### src/core/dps_pkg.sv
// Shared constants, field layouts and types of the drive protection supervisor.
package dps_pkg;
  localparam logic [5:0] A_CTRL = 6'h00;
  localparam logic [5:0] A_LEVEL = 6'h04;
  localparam logic [5:0] A_OSEL = 6'h08;
  localparam logic [5:0] A_TLO = 6'h0C;
  localparam logic [5:0] A_THI = 6'h10;
  localparam logic [5:0] A_WAIT = 6'h14;
  localparam logic [5:0] A_AMIN = 6'h18;
  localparam logic [5:0] A_STAT = 6'h1C;
  localparam logic [5:0] A_INVR = 6'h20;
  localparam int CTRL_STALL_LSB = 0;
  localparam int CTRL_PHASE_LSB = 4;
  localparam int CTRL_CRIT_LSB = 8;
  localparam int CTRL_REACT_LSB = 12;
  localparam int CTRL_FRST_BIT = 31;
  localparam int LEVEL_PCT_LSB = 0;
  localparam int LEVEL_RATED_LSB = 16;
  localparam int OSEL_OC_LSB = 0;
  localparam int OSEL_RLY_LSB = 8;
  localparam int TERM_STRIDE = 8;
  localparam int AMIN_V_LSB = 0;
  localparam int AMIN_I_LSB = 16;
  localparam logic [2:0] STALL_SEL_DEF = 3'h0;
  localparam logic [7:0] STALL_PCT_MIN = 8'h1E;
  localparam logic [7:0] STALL_PCT_MAX = 8'hC8;
  localparam logic [7:0] STALL_PCT_DEF = 8'h96;
  localparam logic [1:0] PHASE_SEL_DEF = 2'h0;
  localparam logic [1:0] CRIT_OFF = 2'h0;
  localparam logic [1:0] CRIT_HALF = 2'h1;
  localparam logic [1:0] CRIT_BELOW = 2'h2;
  localparam logic [4:0] TERM_CODE_MAX = 5'h19;
  localparam logic [4:0] TERM_EXT_NO = 5'h12;
  localparam logic [4:0] TERM_EXT_NC = 5'h13;
  localparam logic [4:0] OSEL_MAX = 5'h13;
  localparam logic [4:0] OC_DEF = 5'h0C;
  localparam logic [4:0] RLY_DEF = 5'h11;
  localparam logic [4:0] FN_INV_OL = 5'h06;
  localparam logic [4:0] FN_STALL = 5'h07;
  localparam logic [4:0] FN_LOSS = 5'h0B;
  localparam logic [4:0] FN_RUN = 5'h0C;
  localparam logic [4:0] FN_FAULT = 5'h11;
  localparam logic [2:0] SRC_VPLUSI = 3'h6;
  localparam logic [10:0] WAIT_MIN = 11'h001;
  localparam logic [10:0] WAIT_MAX = 11'h4B0;
  localparam logic [10:0] WAIT_DEF = 11'h00A;
  localparam logic [6:0] PCT_FULL = 7'h64;
  localparam int unsigned WAIT_UNIT_NS = 100_000_000;
  localparam int unsigned CLK_PERIOD_NS = 10;
  localparam int unsigned TICK_CYC = WAIT_UNIT_NS / CLK_PERIOD_NS;
  typedef enum logic [1:0] {
    RE_HOLD = 2'b00,
    RE_COAST = 2'b01,
    RE_DECEL = 2'b10
  } dps_react_t;
  typedef enum logic [1:0] {
    LT_IDLE = 2'b00,
    LT_WAIT = 2'b01,
    LT_LOST = 2'b10
  } dps_lt_state_t;
  typedef struct packed {
    logic fault;
    logic run;
    logic loss;
    logic stall;
    logic inv_ol;
  } dps_flags_t;
endpackage

### src/core/dps_loss_timer.sv
// Wait timer that confirms a frequency command loss after a set number of tenths of a second.
module dps_loss_timer #(
  parameter int unsigned TICK_CYCLES = dps_pkg::TICK_CYC
) (
  input wire logic i_sys_clk,
  input wire logic i_rst_n,
  input wire logic i_ce,
  input wire logic i_lost_raw,
  input wire logic [10:0] i_wait_tenths,
  output logic o_lost
);
  dps_pkg::dps_lt_state_t state_q;
  logic [31:0] tick_q;
  logic [10:0] tenth_q;
  logic tick_done;
  assign tick_done = (tick_q == TICK_CYCLES - 1);
  always_ff @(posedge i_sys_clk or negedge i_rst_n) begin
    if (!i_rst_n) begin
      state_q <= dps_pkg::LT_IDLE;
    end else if (i_ce) begin
      unique case (state_q)
        dps_pkg::LT_IDLE: begin
          if (i_lost_raw) begin
            state_q <= dps_pkg::LT_WAIT;
          end
        end
        dps_pkg::LT_WAIT: begin
          if (!i_lost_raw) begin
            state_q <= dps_pkg::LT_IDLE;
          end else if (tick_done && tenth_q + 11'h001 >= i_wait_tenths) begin
            state_q <= dps_pkg::LT_LOST;
          end
        end
        dps_pkg::LT_LOST: begin
          if (!i_lost_raw) begin
            state_q <= dps_pkg::LT_IDLE;
          end
        end
        default: state_q <= dps_pkg::LT_IDLE;
      endcase
    end
  end
  always_ff @(posedge i_sys_clk or negedge i_rst_n) begin
    if (!i_rst_n) begin
      tick_q <= 32'h0;
      tenth_q <= 11'h000;
    end else if (i_ce) begin
      if (state_q != dps_pkg::LT_WAIT || !i_lost_raw) begin
        tick_q <= 32'h0;
        tenth_q <= 11'h000;
      end else if (tick_done) begin
        tick_q <= 32'h0;
        tenth_q <= tenth_q + 11'h001;
      end else begin
        tick_q <= tick_q + 32'h1;
      end
    end
  end
  assign o_lost = (state_q == dps_pkg::LT_LOST);
endmodule

### src/core/dps_out_sel.sv
// Function-code selector for one status output terminal, registered.
module dps_out_sel (
  input wire logic i_sys_clk,
  input wire logic i_rst_n,
  input wire logic i_ce,
  input wire logic [4:0] i_code,
  input dps_pkg::dps_flags_t i_flags,
  output logic o_pin
);
  logic pin_d;
  always_comb begin
    unique case (i_code)
      dps_pkg::FN_INV_OL: pin_d = i_flags.inv_ol;
      dps_pkg::FN_STALL: pin_d = i_flags.stall;
      dps_pkg::FN_LOSS: pin_d = i_flags.loss;
      dps_pkg::FN_RUN: pin_d = i_flags.run;
      dps_pkg::FN_FAULT: pin_d = i_flags.fault;
      default: pin_d = 1'b0;
    endcase
  end
  always_ff @(posedge i_sys_clk or negedge i_rst_n) begin
    if (!i_rst_n) begin
      o_pin <= 1'b0;
    end else if (i_ce) begin
      o_pin <= pin_d;
    end
  end
endmodule

### src/core/dps_supervisor.sv
// Protection and fault supervisor of a motor drive, with an Avalon-MM register slave.
module dps_supervisor #(
  parameter int unsigned TICK_CYCLES = dps_pkg::TICK_CYC,
  parameter int unsigned CUR_W = 16,
  parameter int unsigned AIN_W = 12
) (
  input wire logic i_sys_clk,
  input wire logic i_rst_n,
  input wire logic i_ce,
  input wire logic [5:0] i_avs_address,
  input wire logic i_avs_read,
  input wire logic i_avs_write,
  input wire logic [31:0] i_avs_writedata,
  input wire logic [3:0] i_avs_byteenable,
  output logic [31:0] o_avs_readdata,
  output logic o_avs_waitrequest,
  input wire logic [CUR_W-1:0] i_out_current,
  input wire logic i_accel,
  input wire logic i_const_speed,
  input wire logic i_decel,
  input wire logic i_dc_link_high,
  input wire logic [2:0] i_out_phase_lost,
  input wire logic [2:0] i_in_phase_lost,
  input wire logic i_cap_replace_due,
  input wire logic [7:0] i_terminal_closed,
  input wire logic [2:0] i_frequency_source_select,
  input wire logic [AIN_W-1:0] i_voltage_analog_input,
  input wire logic [AIN_W-1:0] i_current_analog_input,
  output logic o_out_enable,
  output logic o_fault,
  output logic o_stall_decel,
  output logic o_decel_hold,
  output logic o_hold_freq,
  output logic o_decel_to_stop,
  output logic o_open_collector_output,
  output logic o_changeover_relay_output
);
  localparam int unsigned PW = CUR_W + 8;

  if (CUR_W < 8 || CUR_W > 16 || AIN_W < 2 || AIN_W > 16 || TICK_CYCLES < 1) begin : g_chk
    $error("dps_supervisor: unsupported parameter value");
  end

  function automatic logic [31:0] merge(input logic [31:0] old, input logic [31:0] nw,
                                        input logic [3:0] be);
    logic [31:0] m;
    m = {{8{be[3]}}, {8{be[2]}}, {8{be[1]}}, {8{be[0]}}};
    merge = (old & ~m) | (nw & m);
  endfunction

  function automatic logic below(input logic [AIN_W-1:0] v, input logic [AIN_W-1:0] mn,
                                 input logic [1:0] crit);
    unique case (crit)
      dps_pkg::CRIT_HALF: below = v < (mn >> 1);
      dps_pkg::CRIT_BELOW: below = v < mn;
      default: below = 1'b0;
    endcase
  endfunction

  logic [2:0] stall_sel_q;
  logic [1:0] phase_sel_q;
  logic [1:0] crit_q;
  dps_pkg::dps_react_t react_q;
  logic [7:0] stall_pct_q;
  logic [CUR_W-1:0] rated_q;
  logic [CUR_W-1:0] inv_rated_q;
  logic [4:0] oc_sel_q;
  logic [4:0] rly_sel_q;
  logic [4:0] term_fn_q [8];
  logic [10:0] wait_q;
  logic [AIN_W-1:0] vmin_q;
  logic [AIN_W-1:0] imin_q;
  logic ack_q;
  logic take_wr;
  logic [31:0] rd_word;
  logic [31:0] wr_word;
  logic fault_rst;
  logic [PW-1:0] cur_scaled;
  logic [PW-1:0] stall_lim;
  logic over_stall_q;
  logic inv_ol_q;
  logic stall_act_q;
  logic [7:0] ext_trip;
  logic [5:0] trip_now;
  logic [5:0] trip_q;
  logic [5:0] trip_d;
  logic lost_raw;
  logic lost;
  dps_pkg::dps_flags_t flags;

  // One wait state on every access keeps the decode and read mux off the bus timing path.
  assign take_wr = i_avs_write && ack_q && i_ce;
  assign o_avs_waitrequest = (i_avs_read || i_avs_write) && !(ack_q && i_ce);

  always_ff @(posedge i_sys_clk or negedge i_rst_n) begin
    if (!i_rst_n) begin
      ack_q <= 1'b0;
    end else if (i_ce) begin
      ack_q <= (i_avs_read || i_avs_write) && !ack_q;
    end
  end

  always_comb begin
    rd_word = 32'h0;
    unique case (i_avs_address)
      dps_pkg::A_CTRL: begin
        rd_word[dps_pkg::CTRL_STALL_LSB +: 3] = stall_sel_q;
        rd_word[dps_pkg::CTRL_PHASE_LSB +: 2] = phase_sel_q;
        rd_word[dps_pkg::CTRL_CRIT_LSB +: 2] = crit_q;
        rd_word[dps_pkg::CTRL_REACT_LSB +: 2] = react_q;
      end
      dps_pkg::A_LEVEL: begin
        rd_word[dps_pkg::LEVEL_PCT_LSB +: 8] = stall_pct_q;
        rd_word[dps_pkg::LEVEL_RATED_LSB +: CUR_W] = rated_q;
      end
      dps_pkg::A_OSEL: begin
        rd_word[dps_pkg::OSEL_OC_LSB +: 5] = oc_sel_q;
        rd_word[dps_pkg::OSEL_RLY_LSB +: 5] = rly_sel_q;
      end
      dps_pkg::A_TLO: begin
        for (int k = 0; k < 4; k++) begin
          rd_word[k*dps_pkg::TERM_STRIDE +: 5] = term_fn_q[k];
        end
      end
      dps_pkg::A_THI: begin
        for (int k = 0; k < 4; k++) begin
          rd_word[k*dps_pkg::TERM_STRIDE +: 5] = term_fn_q[k+4];
        end
      end
      dps_pkg::A_WAIT: rd_word[10:0] = wait_q;
      dps_pkg::A_AMIN: begin
        rd_word[dps_pkg::AMIN_V_LSB +: AIN_W] = vmin_q;
        rd_word[dps_pkg::AMIN_I_LSB +: AIN_W] = imin_q;
      end
      dps_pkg::A_STAT: rd_word = {21'h0, trip_q, flags};
      dps_pkg::A_INVR: rd_word[CUR_W-1:0] = inv_rated_q;
      default: rd_word = 32'h0;
    endcase
  end

  assign wr_word = merge(rd_word, i_avs_writedata, i_avs_byteenable);
  assign fault_rst = take_wr && i_avs_address == dps_pkg::A_CTRL && i_avs_byteenable[3]
                     && i_avs_writedata[dps_pkg::CTRL_FRST_BIT];

  always_ff @(posedge i_sys_clk or negedge i_rst_n) begin
    if (!i_rst_n) begin
      o_avs_readdata <= 32'h0;
    end else if (i_ce && i_avs_read && !ack_q) begin
      // Loaded in the wait state, so the word already stands at the edge that completes the read.
      o_avs_readdata <= rd_word;
    end
  end

  // Out-of-range values are dropped field by field so the setting never leaves its legal span.
  always_ff @(posedge i_sys_clk or negedge i_rst_n) begin
    if (!i_rst_n) begin
      stall_sel_q <= dps_pkg::STALL_SEL_DEF;
      phase_sel_q <= dps_pkg::PHASE_SEL_DEF;
      crit_q <= dps_pkg::CRIT_OFF;
      react_q <= dps_pkg::RE_HOLD;
    end else if (i_ce && take_wr && i_avs_address == dps_pkg::A_CTRL) begin
      stall_sel_q <= wr_word[dps_pkg::CTRL_STALL_LSB +: 3];
      phase_sel_q <= wr_word[dps_pkg::CTRL_PHASE_LSB +: 2];
      if (wr_word[dps_pkg::CTRL_CRIT_LSB +: 2] <= dps_pkg::CRIT_BELOW) begin
        crit_q <= wr_word[dps_pkg::CTRL_CRIT_LSB +: 2];
      end
      if (wr_word[dps_pkg::CTRL_REACT_LSB +: 2] <= dps_pkg::RE_DECEL) begin
        react_q <= dps_pkg::dps_react_t'(wr_word[dps_pkg::CTRL_REACT_LSB +: 2]);
      end
    end
  end

  always_ff @(posedge i_sys_clk or negedge i_rst_n) begin
    if (!i_rst_n) begin
      stall_pct_q <= dps_pkg::STALL_PCT_DEF;
      rated_q <= '1;
      inv_rated_q <= '1;
    end else if (i_ce && take_wr) begin
      if (i_avs_address == dps_pkg::A_LEVEL) begin
        if (wr_word[dps_pkg::LEVEL_PCT_LSB +: 8] >= dps_pkg::STALL_PCT_MIN
            && wr_word[dps_pkg::LEVEL_PCT_LSB +: 8] <= dps_pkg::STALL_PCT_MAX) begin
          stall_pct_q <= wr_word[dps_pkg::LEVEL_PCT_LSB +: 8];
        end
        rated_q <= wr_word[dps_pkg::LEVEL_RATED_LSB +: CUR_W];
      end
      if (i_avs_address == dps_pkg::A_INVR) begin
        inv_rated_q <= wr_word[CUR_W-1:0];
      end
    end
  end

  always_ff @(posedge i_sys_clk or negedge i_rst_n) begin
    if (!i_rst_n) begin
      oc_sel_q <= dps_pkg::OC_DEF;
      rly_sel_q <= dps_pkg::RLY_DEF;
    end else if (i_ce && take_wr && i_avs_address == dps_pkg::A_OSEL) begin
      if (wr_word[dps_pkg::OSEL_OC_LSB +: 5] <= dps_pkg::OSEL_MAX) begin
        oc_sel_q <= wr_word[dps_pkg::OSEL_OC_LSB +: 5];
      end
      if (wr_word[dps_pkg::OSEL_RLY_LSB +: 5] <= dps_pkg::OSEL_MAX) begin
        rly_sel_q <= wr_word[dps_pkg::OSEL_RLY_LSB +: 5];
      end
    end
  end

  for (genvar t = 0; t < 8; t++) begin : g_term
    localparam logic [5:0] TADDR = (t < 4) ? dps_pkg::A_TLO : dps_pkg::A_THI;
    localparam int TLSB = (t % 4) * dps_pkg::TERM_STRIDE;
    always_ff @(posedge i_sys_clk or negedge i_rst_n) begin
      if (!i_rst_n) begin
        term_fn_q[t] <= 5'(t);
      end else if (i_ce && take_wr && i_avs_address == TADDR
                   && wr_word[TLSB +: 5] <= dps_pkg::TERM_CODE_MAX) begin
        term_fn_q[t] <= wr_word[TLSB +: 5];
      end
    end
    // A normally-closed contact trips on an open circuit, so a broken wire also stops the drive.
    assign ext_trip[t] = (term_fn_q[t] == dps_pkg::TERM_EXT_NO && i_terminal_closed[t])
                         || (term_fn_q[t] == dps_pkg::TERM_EXT_NC && !i_terminal_closed[t]);
  end

  always_ff @(posedge i_sys_clk or negedge i_rst_n) begin
    if (!i_rst_n) begin
      wait_q <= dps_pkg::WAIT_DEF;
      vmin_q <= '0;
      imin_q <= '0;
    end else if (i_ce && take_wr) begin
      if (i_avs_address == dps_pkg::A_WAIT && wr_word[10:0] >= dps_pkg::WAIT_MIN
          && wr_word[10:0] <= dps_pkg::WAIT_MAX && wr_word[31:11] == 21'h0) begin
        wait_q <= wr_word[10:0];
      end
      if (i_avs_address == dps_pkg::A_AMIN) begin
        vmin_q <= wr_word[dps_pkg::AMIN_V_LSB +: AIN_W];
        imin_q <= wr_word[dps_pkg::AMIN_I_LSB +: AIN_W];
      end
    end
  end

  assign cur_scaled = PW'(i_out_current) * PW'(dps_pkg::PCT_FULL);
  assign stall_lim = PW'(rated_q) * PW'(stall_pct_q);

  // Both comparisons run every cycle; their results drive status one edge later.
  always_ff @(posedge i_sys_clk or negedge i_rst_n) begin
    if (!i_rst_n) begin
      over_stall_q <= 1'b0;
      inv_ol_q <= 1'b0;
    end else if (i_ce) begin
      over_stall_q <= cur_scaled > stall_lim;
      inv_ol_q <= i_out_current > inv_rated_q;
    end
  end

  // Ramp outputs are requests to the ramp generator, which stretches the ramp while they stand.
  always_ff @(posedge i_sys_clk or negedge i_rst_n) begin
    if (!i_rst_n) begin
      o_stall_decel <= 1'b0;
      o_decel_hold <= 1'b0;
      stall_act_q <= 1'b0;
    end else if (i_ce) begin
      o_stall_decel <= over_stall_q && ((stall_sel_q[0] && i_accel)
                                        || (stall_sel_q[1] && i_const_speed));
      o_decel_hold <= stall_sel_q[2] && i_decel && i_dc_link_high;
      stall_act_q <= over_stall_q || (i_decel && i_dc_link_high);
    end
  end

  assign lost_raw = below(i_voltage_analog_input, vmin_q, crit_q)
                    || (i_frequency_source_select == dps_pkg::SRC_VPLUSI
                        && below(i_current_analog_input, imin_q, crit_q));

  dps_loss_timer #(
    .TICK_CYCLES(TICK_CYCLES)
  ) u_loss (
    .i_sys_clk(i_sys_clk),
    .i_rst_n(i_rst_n),
    .i_ce(i_ce),
    .i_lost_raw(lost_raw),
    .i_wait_tenths(wait_q),
    .o_lost(lost)
  );

  assign trip_now[0] = |ext_trip;
  assign trip_now[1] = phase_sel_q[0] && |i_out_phase_lost;
  assign trip_now[2] = phase_sel_q[1] && |i_in_phase_lost;
  assign trip_now[3] = phase_sel_q[1] && !(|i_in_phase_lost) && i_cap_replace_due;
  assign trip_now[4] = lost && react_q == dps_pkg::RE_COAST;
  assign trip_now[5] = 1'b0;

  // A cause still present at the reset write survives it, so no trip is lost.
  assign trip_d = (fault_rst ? 6'h00 : trip_q) | trip_now;

  always_ff @(posedge i_sys_clk or negedge i_rst_n) begin
    if (!i_rst_n) begin
      trip_q <= 6'h00;
    end else if (i_ce) begin
      trip_q <= trip_d;
    end
  end

  always_ff @(posedge i_sys_clk or negedge i_rst_n) begin
    if (!i_rst_n) begin
      o_out_enable <= 1'b0;
      o_fault <= 1'b0;
      o_hold_freq <= 1'b0;
      o_decel_to_stop <= 1'b0;
    end else if (i_ce) begin
      o_out_enable <= !(|trip_d);
      o_fault <= |trip_d;
      o_hold_freq <= lost && react_q == dps_pkg::RE_HOLD;
      o_decel_to_stop <= lost && react_q == dps_pkg::RE_DECEL;
    end
  end

  assign flags.fault = o_fault;
  assign flags.run = o_out_enable;
  assign flags.loss = lost;
  assign flags.stall = stall_act_q;
  assign flags.inv_ol = inv_ol_q;

  dps_out_sel u_oc (
    .i_sys_clk(i_sys_clk),
    .i_rst_n(i_rst_n),
    .i_ce(i_ce),
    .i_code(oc_sel_q),
    .i_flags(flags),
    .o_pin(o_open_collector_output)
  );

  dps_out_sel u_rly (
    .i_sys_clk(i_sys_clk),
    .i_rst_n(i_rst_n),
    .i_ce(i_ce),
    .i_code(rly_sel_q),
    .i_flags(flags),
    .o_pin(o_changeover_relay_output)
  );
endmodule

### config.mk
export PLATFORM = sky130hd
export DESIGN_NAME = dps_supervisor
export DESIGN_NICKNAME = d
export VERILOG_FILES = /design/src/core/dps_pkg.sv /design/src/core/dps_loss_timer.sv /design/src/core/dps_out_sel.sv /design/src/core/dps_supervisor.sv
export SDC_FILE = /design/constraint.sdc
export NUM_CORES = 1
export LEC_CHECK = 0
export BUFFER_PORTS_ARGS = -buffer_cell sky130_fd_sc_hd__buf_2
export CAP_MARGIN = 25
export CORE_MARGIN = 2
export CORE_UTILIZATION = 45
export CTS_BUF_LIST = sky130_fd_sc_hd__clkbuf_2
export CTS_CLUSTER_SIZE = 28
export DETAILED_ROUTE_END_ITERATION = 10
export PLACE_DENSITY = 0.74
export SLEW_MARGIN = 10
export SYNTH_ARGS = -nofsm -noshare
export SYNTH_HDL_FRONTEND = slang
export SYNTH_SLANG_ARGS = --single-unit
### constraint.sdc
create_clock -name i_sys_clk -period 7.1 [get_ports i_sys_clk]
set_clock_uncertainty 0.1 [all_clocks]
set_input_delay 1.065 -clock i_sys_clk [delete_from_list [all_inputs] [get_ports i_sys_clk]]
set_output_delay 1.065 -clock i_sys_clk [all_outputs]
set_load 0.01 [all_outputs]
==> flow_summary.ini <==
[run_status]
outcome = complete, no violations

[synthesis]
syn_nets = 2472
yosys_warnings = 0
synth_ff_type = dfrtp_1
synth_seq_cells = 229
synthArstFlopShare_pct = 100.0
synth_edf_count = 0
yosysSeqAreaShare_pct = 30.01
synthCells = 2077
syn_area_per_cell_sq_um = 9.302
syn_area_sq_um = 19320
synth_cell_types = 99

[detailed_routing]
ant_nets = 0
drc = 0
drt_pre_antenna_iters = 8
viasPerCell = 5.905
dr_total_vias = 16680
drt_iter0_drc = 1482
wl_per_cell_um = 20.03
drt_wl_total_mm = 56.58

[clocking]
cts_tree = done
clk_latency_ps = 960
cts.path.max_buffers = 3
cts_resized = 0
numCtsBuffers = 61
htreeDepth = 2
cts.hold.buffers_added = 0
cts.sinks = 229
clockRootBuffer = clkbuf_2
postCtsSetupRepairBufs = 0
clk_pin_slew_worst_paths_ps = 110

[timing]
min_period_ps = 6511
setup_viol = 0
finalCritPeriodShare_pct = 91.71
finalSetupTns_ps = 0
rsz0062_at_grt = no
hold_violations = 0
clock.fmax_mhz = 153.6
tightest_slew_ps = 1112
relSlewSlack_pct = 25.29
timing.hold.ws_ps = 34.99
final-max-slew-violation-count = 0

[pwr]
p_per_area_nw_per_um2 = 162.6
power.total_w = 0.003436
clockPowerShare_pct = 27.6
p_comb_share_pct = 28.6
switchingPower_w = 0.001286
p_int_w = 0.002150
p_leak_nw = 10.44
p_sw_share_pct = 37.42
worst_ir_drop_vdd_mv = 0.1240
seq_power_share_pct = 43.8

[floorplan]
rows = 75
boundaryPins = 150
die_w_um = 211.2
die_y_um = 211.2
coreArea_sq_um = 42130
initial_core_util_pct = 45.85
die-area_sq_um = 44610

[cells_and_area]
layout-drive-gt1-share_pct = 18.40
nets = 2626
area_growth_pct = 9.345
fillerInstances = 3867
regArea_sq_um = 5799
multiInputGateArea_sq_um = 12280

[worst_setup_path]
cp.required_ps = 7860
critPathArrivalTime_ps = 7270
cp-start-kind = flop
worstSetupPathType = reg -> reg
r2r-start = stall_pct_q[5]
crit_start = stall_pct_q[5]
path_max_fanout = 18
cp-end-kind = flop

[min_path]
min_path_type = in -> async

[grt]
grt_use_total_pct = 25.64
grt_start_max_net_pins = 113
grt_pass1_wl_mm = 90.05
grt_overflow = 0
antenna_found_initial = 2
first_global_vias = 16900

[placement]
hpwl_mm = 43.91
routabilityCongestion = 0.9630
port_buffers = 149

[run]
drv_cap = 0
-- sequential cells by signal (all words and copies together) (netlist names), 2 cells and up --
| register | cells |
|---|---|
| inv_rated_q | 16 |
| rated_q | 16 |
| wait_q | 11 |
| term_fn_q | 40 |
| stall_sel_q | 3 |
| vmin_q | 12 |
| imin_q | 12 |
| phase_sel_q | 2 |
| rly_sel_q | 5 |
| u_loss.tick_q | 32 |
| crit_q | 2 |
| trip_q | 6 |
| u_loss.tenth_q | 11 |
| o_avs_readdata | 32 |
| react_q | 2 |
| stall_pct_q | 8 |
| u_loss.state_q | 2 |
| oc_sel_q | 5 |
-- cell usage after synthesis, types with 37 or more instances --
cell        n  area [sq um]
inv_1     246         923.4
ha_1      191          2390
nand2_1   177         664.4
dfrtp_1   175          4379
nor2_1    137         514.2
and2_1    108         675.7
fa_1       95          1902
o21ai_0    87         435.4
a21oi_1    72         360.4
nand3_1    70         350.3
mux2_2     62         698.2
and3_1     60         375.4
dfstp_2    54          1419
clkbuf_1   49         183.9
xnor2_1    37         324.1
-- critical path: stages (launching register included) --
cell      delay [ps]
dfrtp_1          730
and2_1           240
fa_1             450
fa_1             520
fa_1             540
inv_1             50
fa_1             530
inv_1             40
ha_1             350
a21oi_1          270
nand2_1          100
o221a_2          260
a211o_1          290
a21o_1           210
a31o_2           270
a21oi_1          180
xor2_1           100
ha_1             330
nand4_1          130
nor4_1           280
nand2_1           80
o21ai_0           90
a211oi_1          70
a22o_1           220
-- power groups by stage --
stage / clock network, W / registers [W] / logic (W)
after floorplan: 0 / 0.00149 / 0.000661
after global placement: 0 / 0.00152 / 0.000932
after detailed placement: 0 / 0.00153 / 0.000970
after CTS: 0.000956 / 0.00150 / 0.000979
after global routing: 0.00103 / 0.00151 / 0.00112
final: 0.000948 / 0.00151 / 0.000982
-- logic make-up (layout without fill, tap and decap cells) --
kind of cell	after synthesis	in the layout	share of synthesized area, %
AND/OR/NAND/NOR	714	714	19.20
AO/OA/AOI/OAI	372	372	13.81
buffers and inverters	319	525	6.612
adder cells (fa/ha/maj)	286	286	22.21
flip-flops	229	229	30.01
multiplexers	84	84	4.838
XOR/XNOR	73	73	3.309
other	0	3	0
-- stage by stage --
| step | setup slack, ps | std cells | utilization [%] | instance area, sq um |
|---|---|---|---|---|
| after floorplan | 965.0 | 2077 | - | 19320 |
| after global placement | 695.5 | 2705 | 48.70 | 20520 |
| after detailed placement | 576.9 | 2705 | 48.70 | 20520 |
| after CTS | 629.3 | 2820 | 50.02 | 21080 |
| after global routing | 161.9 | 2823 | 50.13 | 21120 |
| final | 588.6 | 2825 | 50.14 | 21130 |
-- layer usage --
| layer | GRT usage, % | wire length, um |
|---|---|---|
| met1 | 33.40 | 22950 |
| met5 | 0 | 13 |
| met4 | 9.398 | 2065 |
| met3 | 5.769 | 4970 |
| met2 | 41.81 | 26580 |
-- placed cells by master, fill, tap and decap left out, drive strengths merged, types with 25 or more instances in the layout --
cell    instances
inv           248
nor2          138
nand4          28
o21ai          88
and2          110
a21oi          72
buf           163
dfrtp         175
fa             95
clkbuf         88
mux2           69
dfstp          54
nand2         178
xnor2          37
nand3          70
xor2           36
nor3           29
clkinv         25
and3           60
ha            191
-- layout make-up --
cell class                      instances  area share (%)
Clock inverter                         27          0.5390
Clock buffer                           88           2.085
Timing Repair Buffer                  163           4.170
Multi-Input combinational cell       1529           58.14
Inverter                              247           4.389
Tap cell                              539           3.192
Antenna cell                            3         0.03554
Sequential cell                       229           27.45
-- worst paths after layout --
check	depth (start not counted)	slack, ps	endpoint
worst min-delay path	1	30	u_rly.o_pin
worst max-delay path	23	590	over_stall_q
min in group i_sys_clk	2	280	inv_rated_q[15]
worst max register to register	23	590	over_stall_q
worst min register to register	2	360	o_avs_readdata[14]
max in group asynchronous	2	5600	o_avs_readdata[14]
No activity file was read; power rests on OpenSTA's default activity.
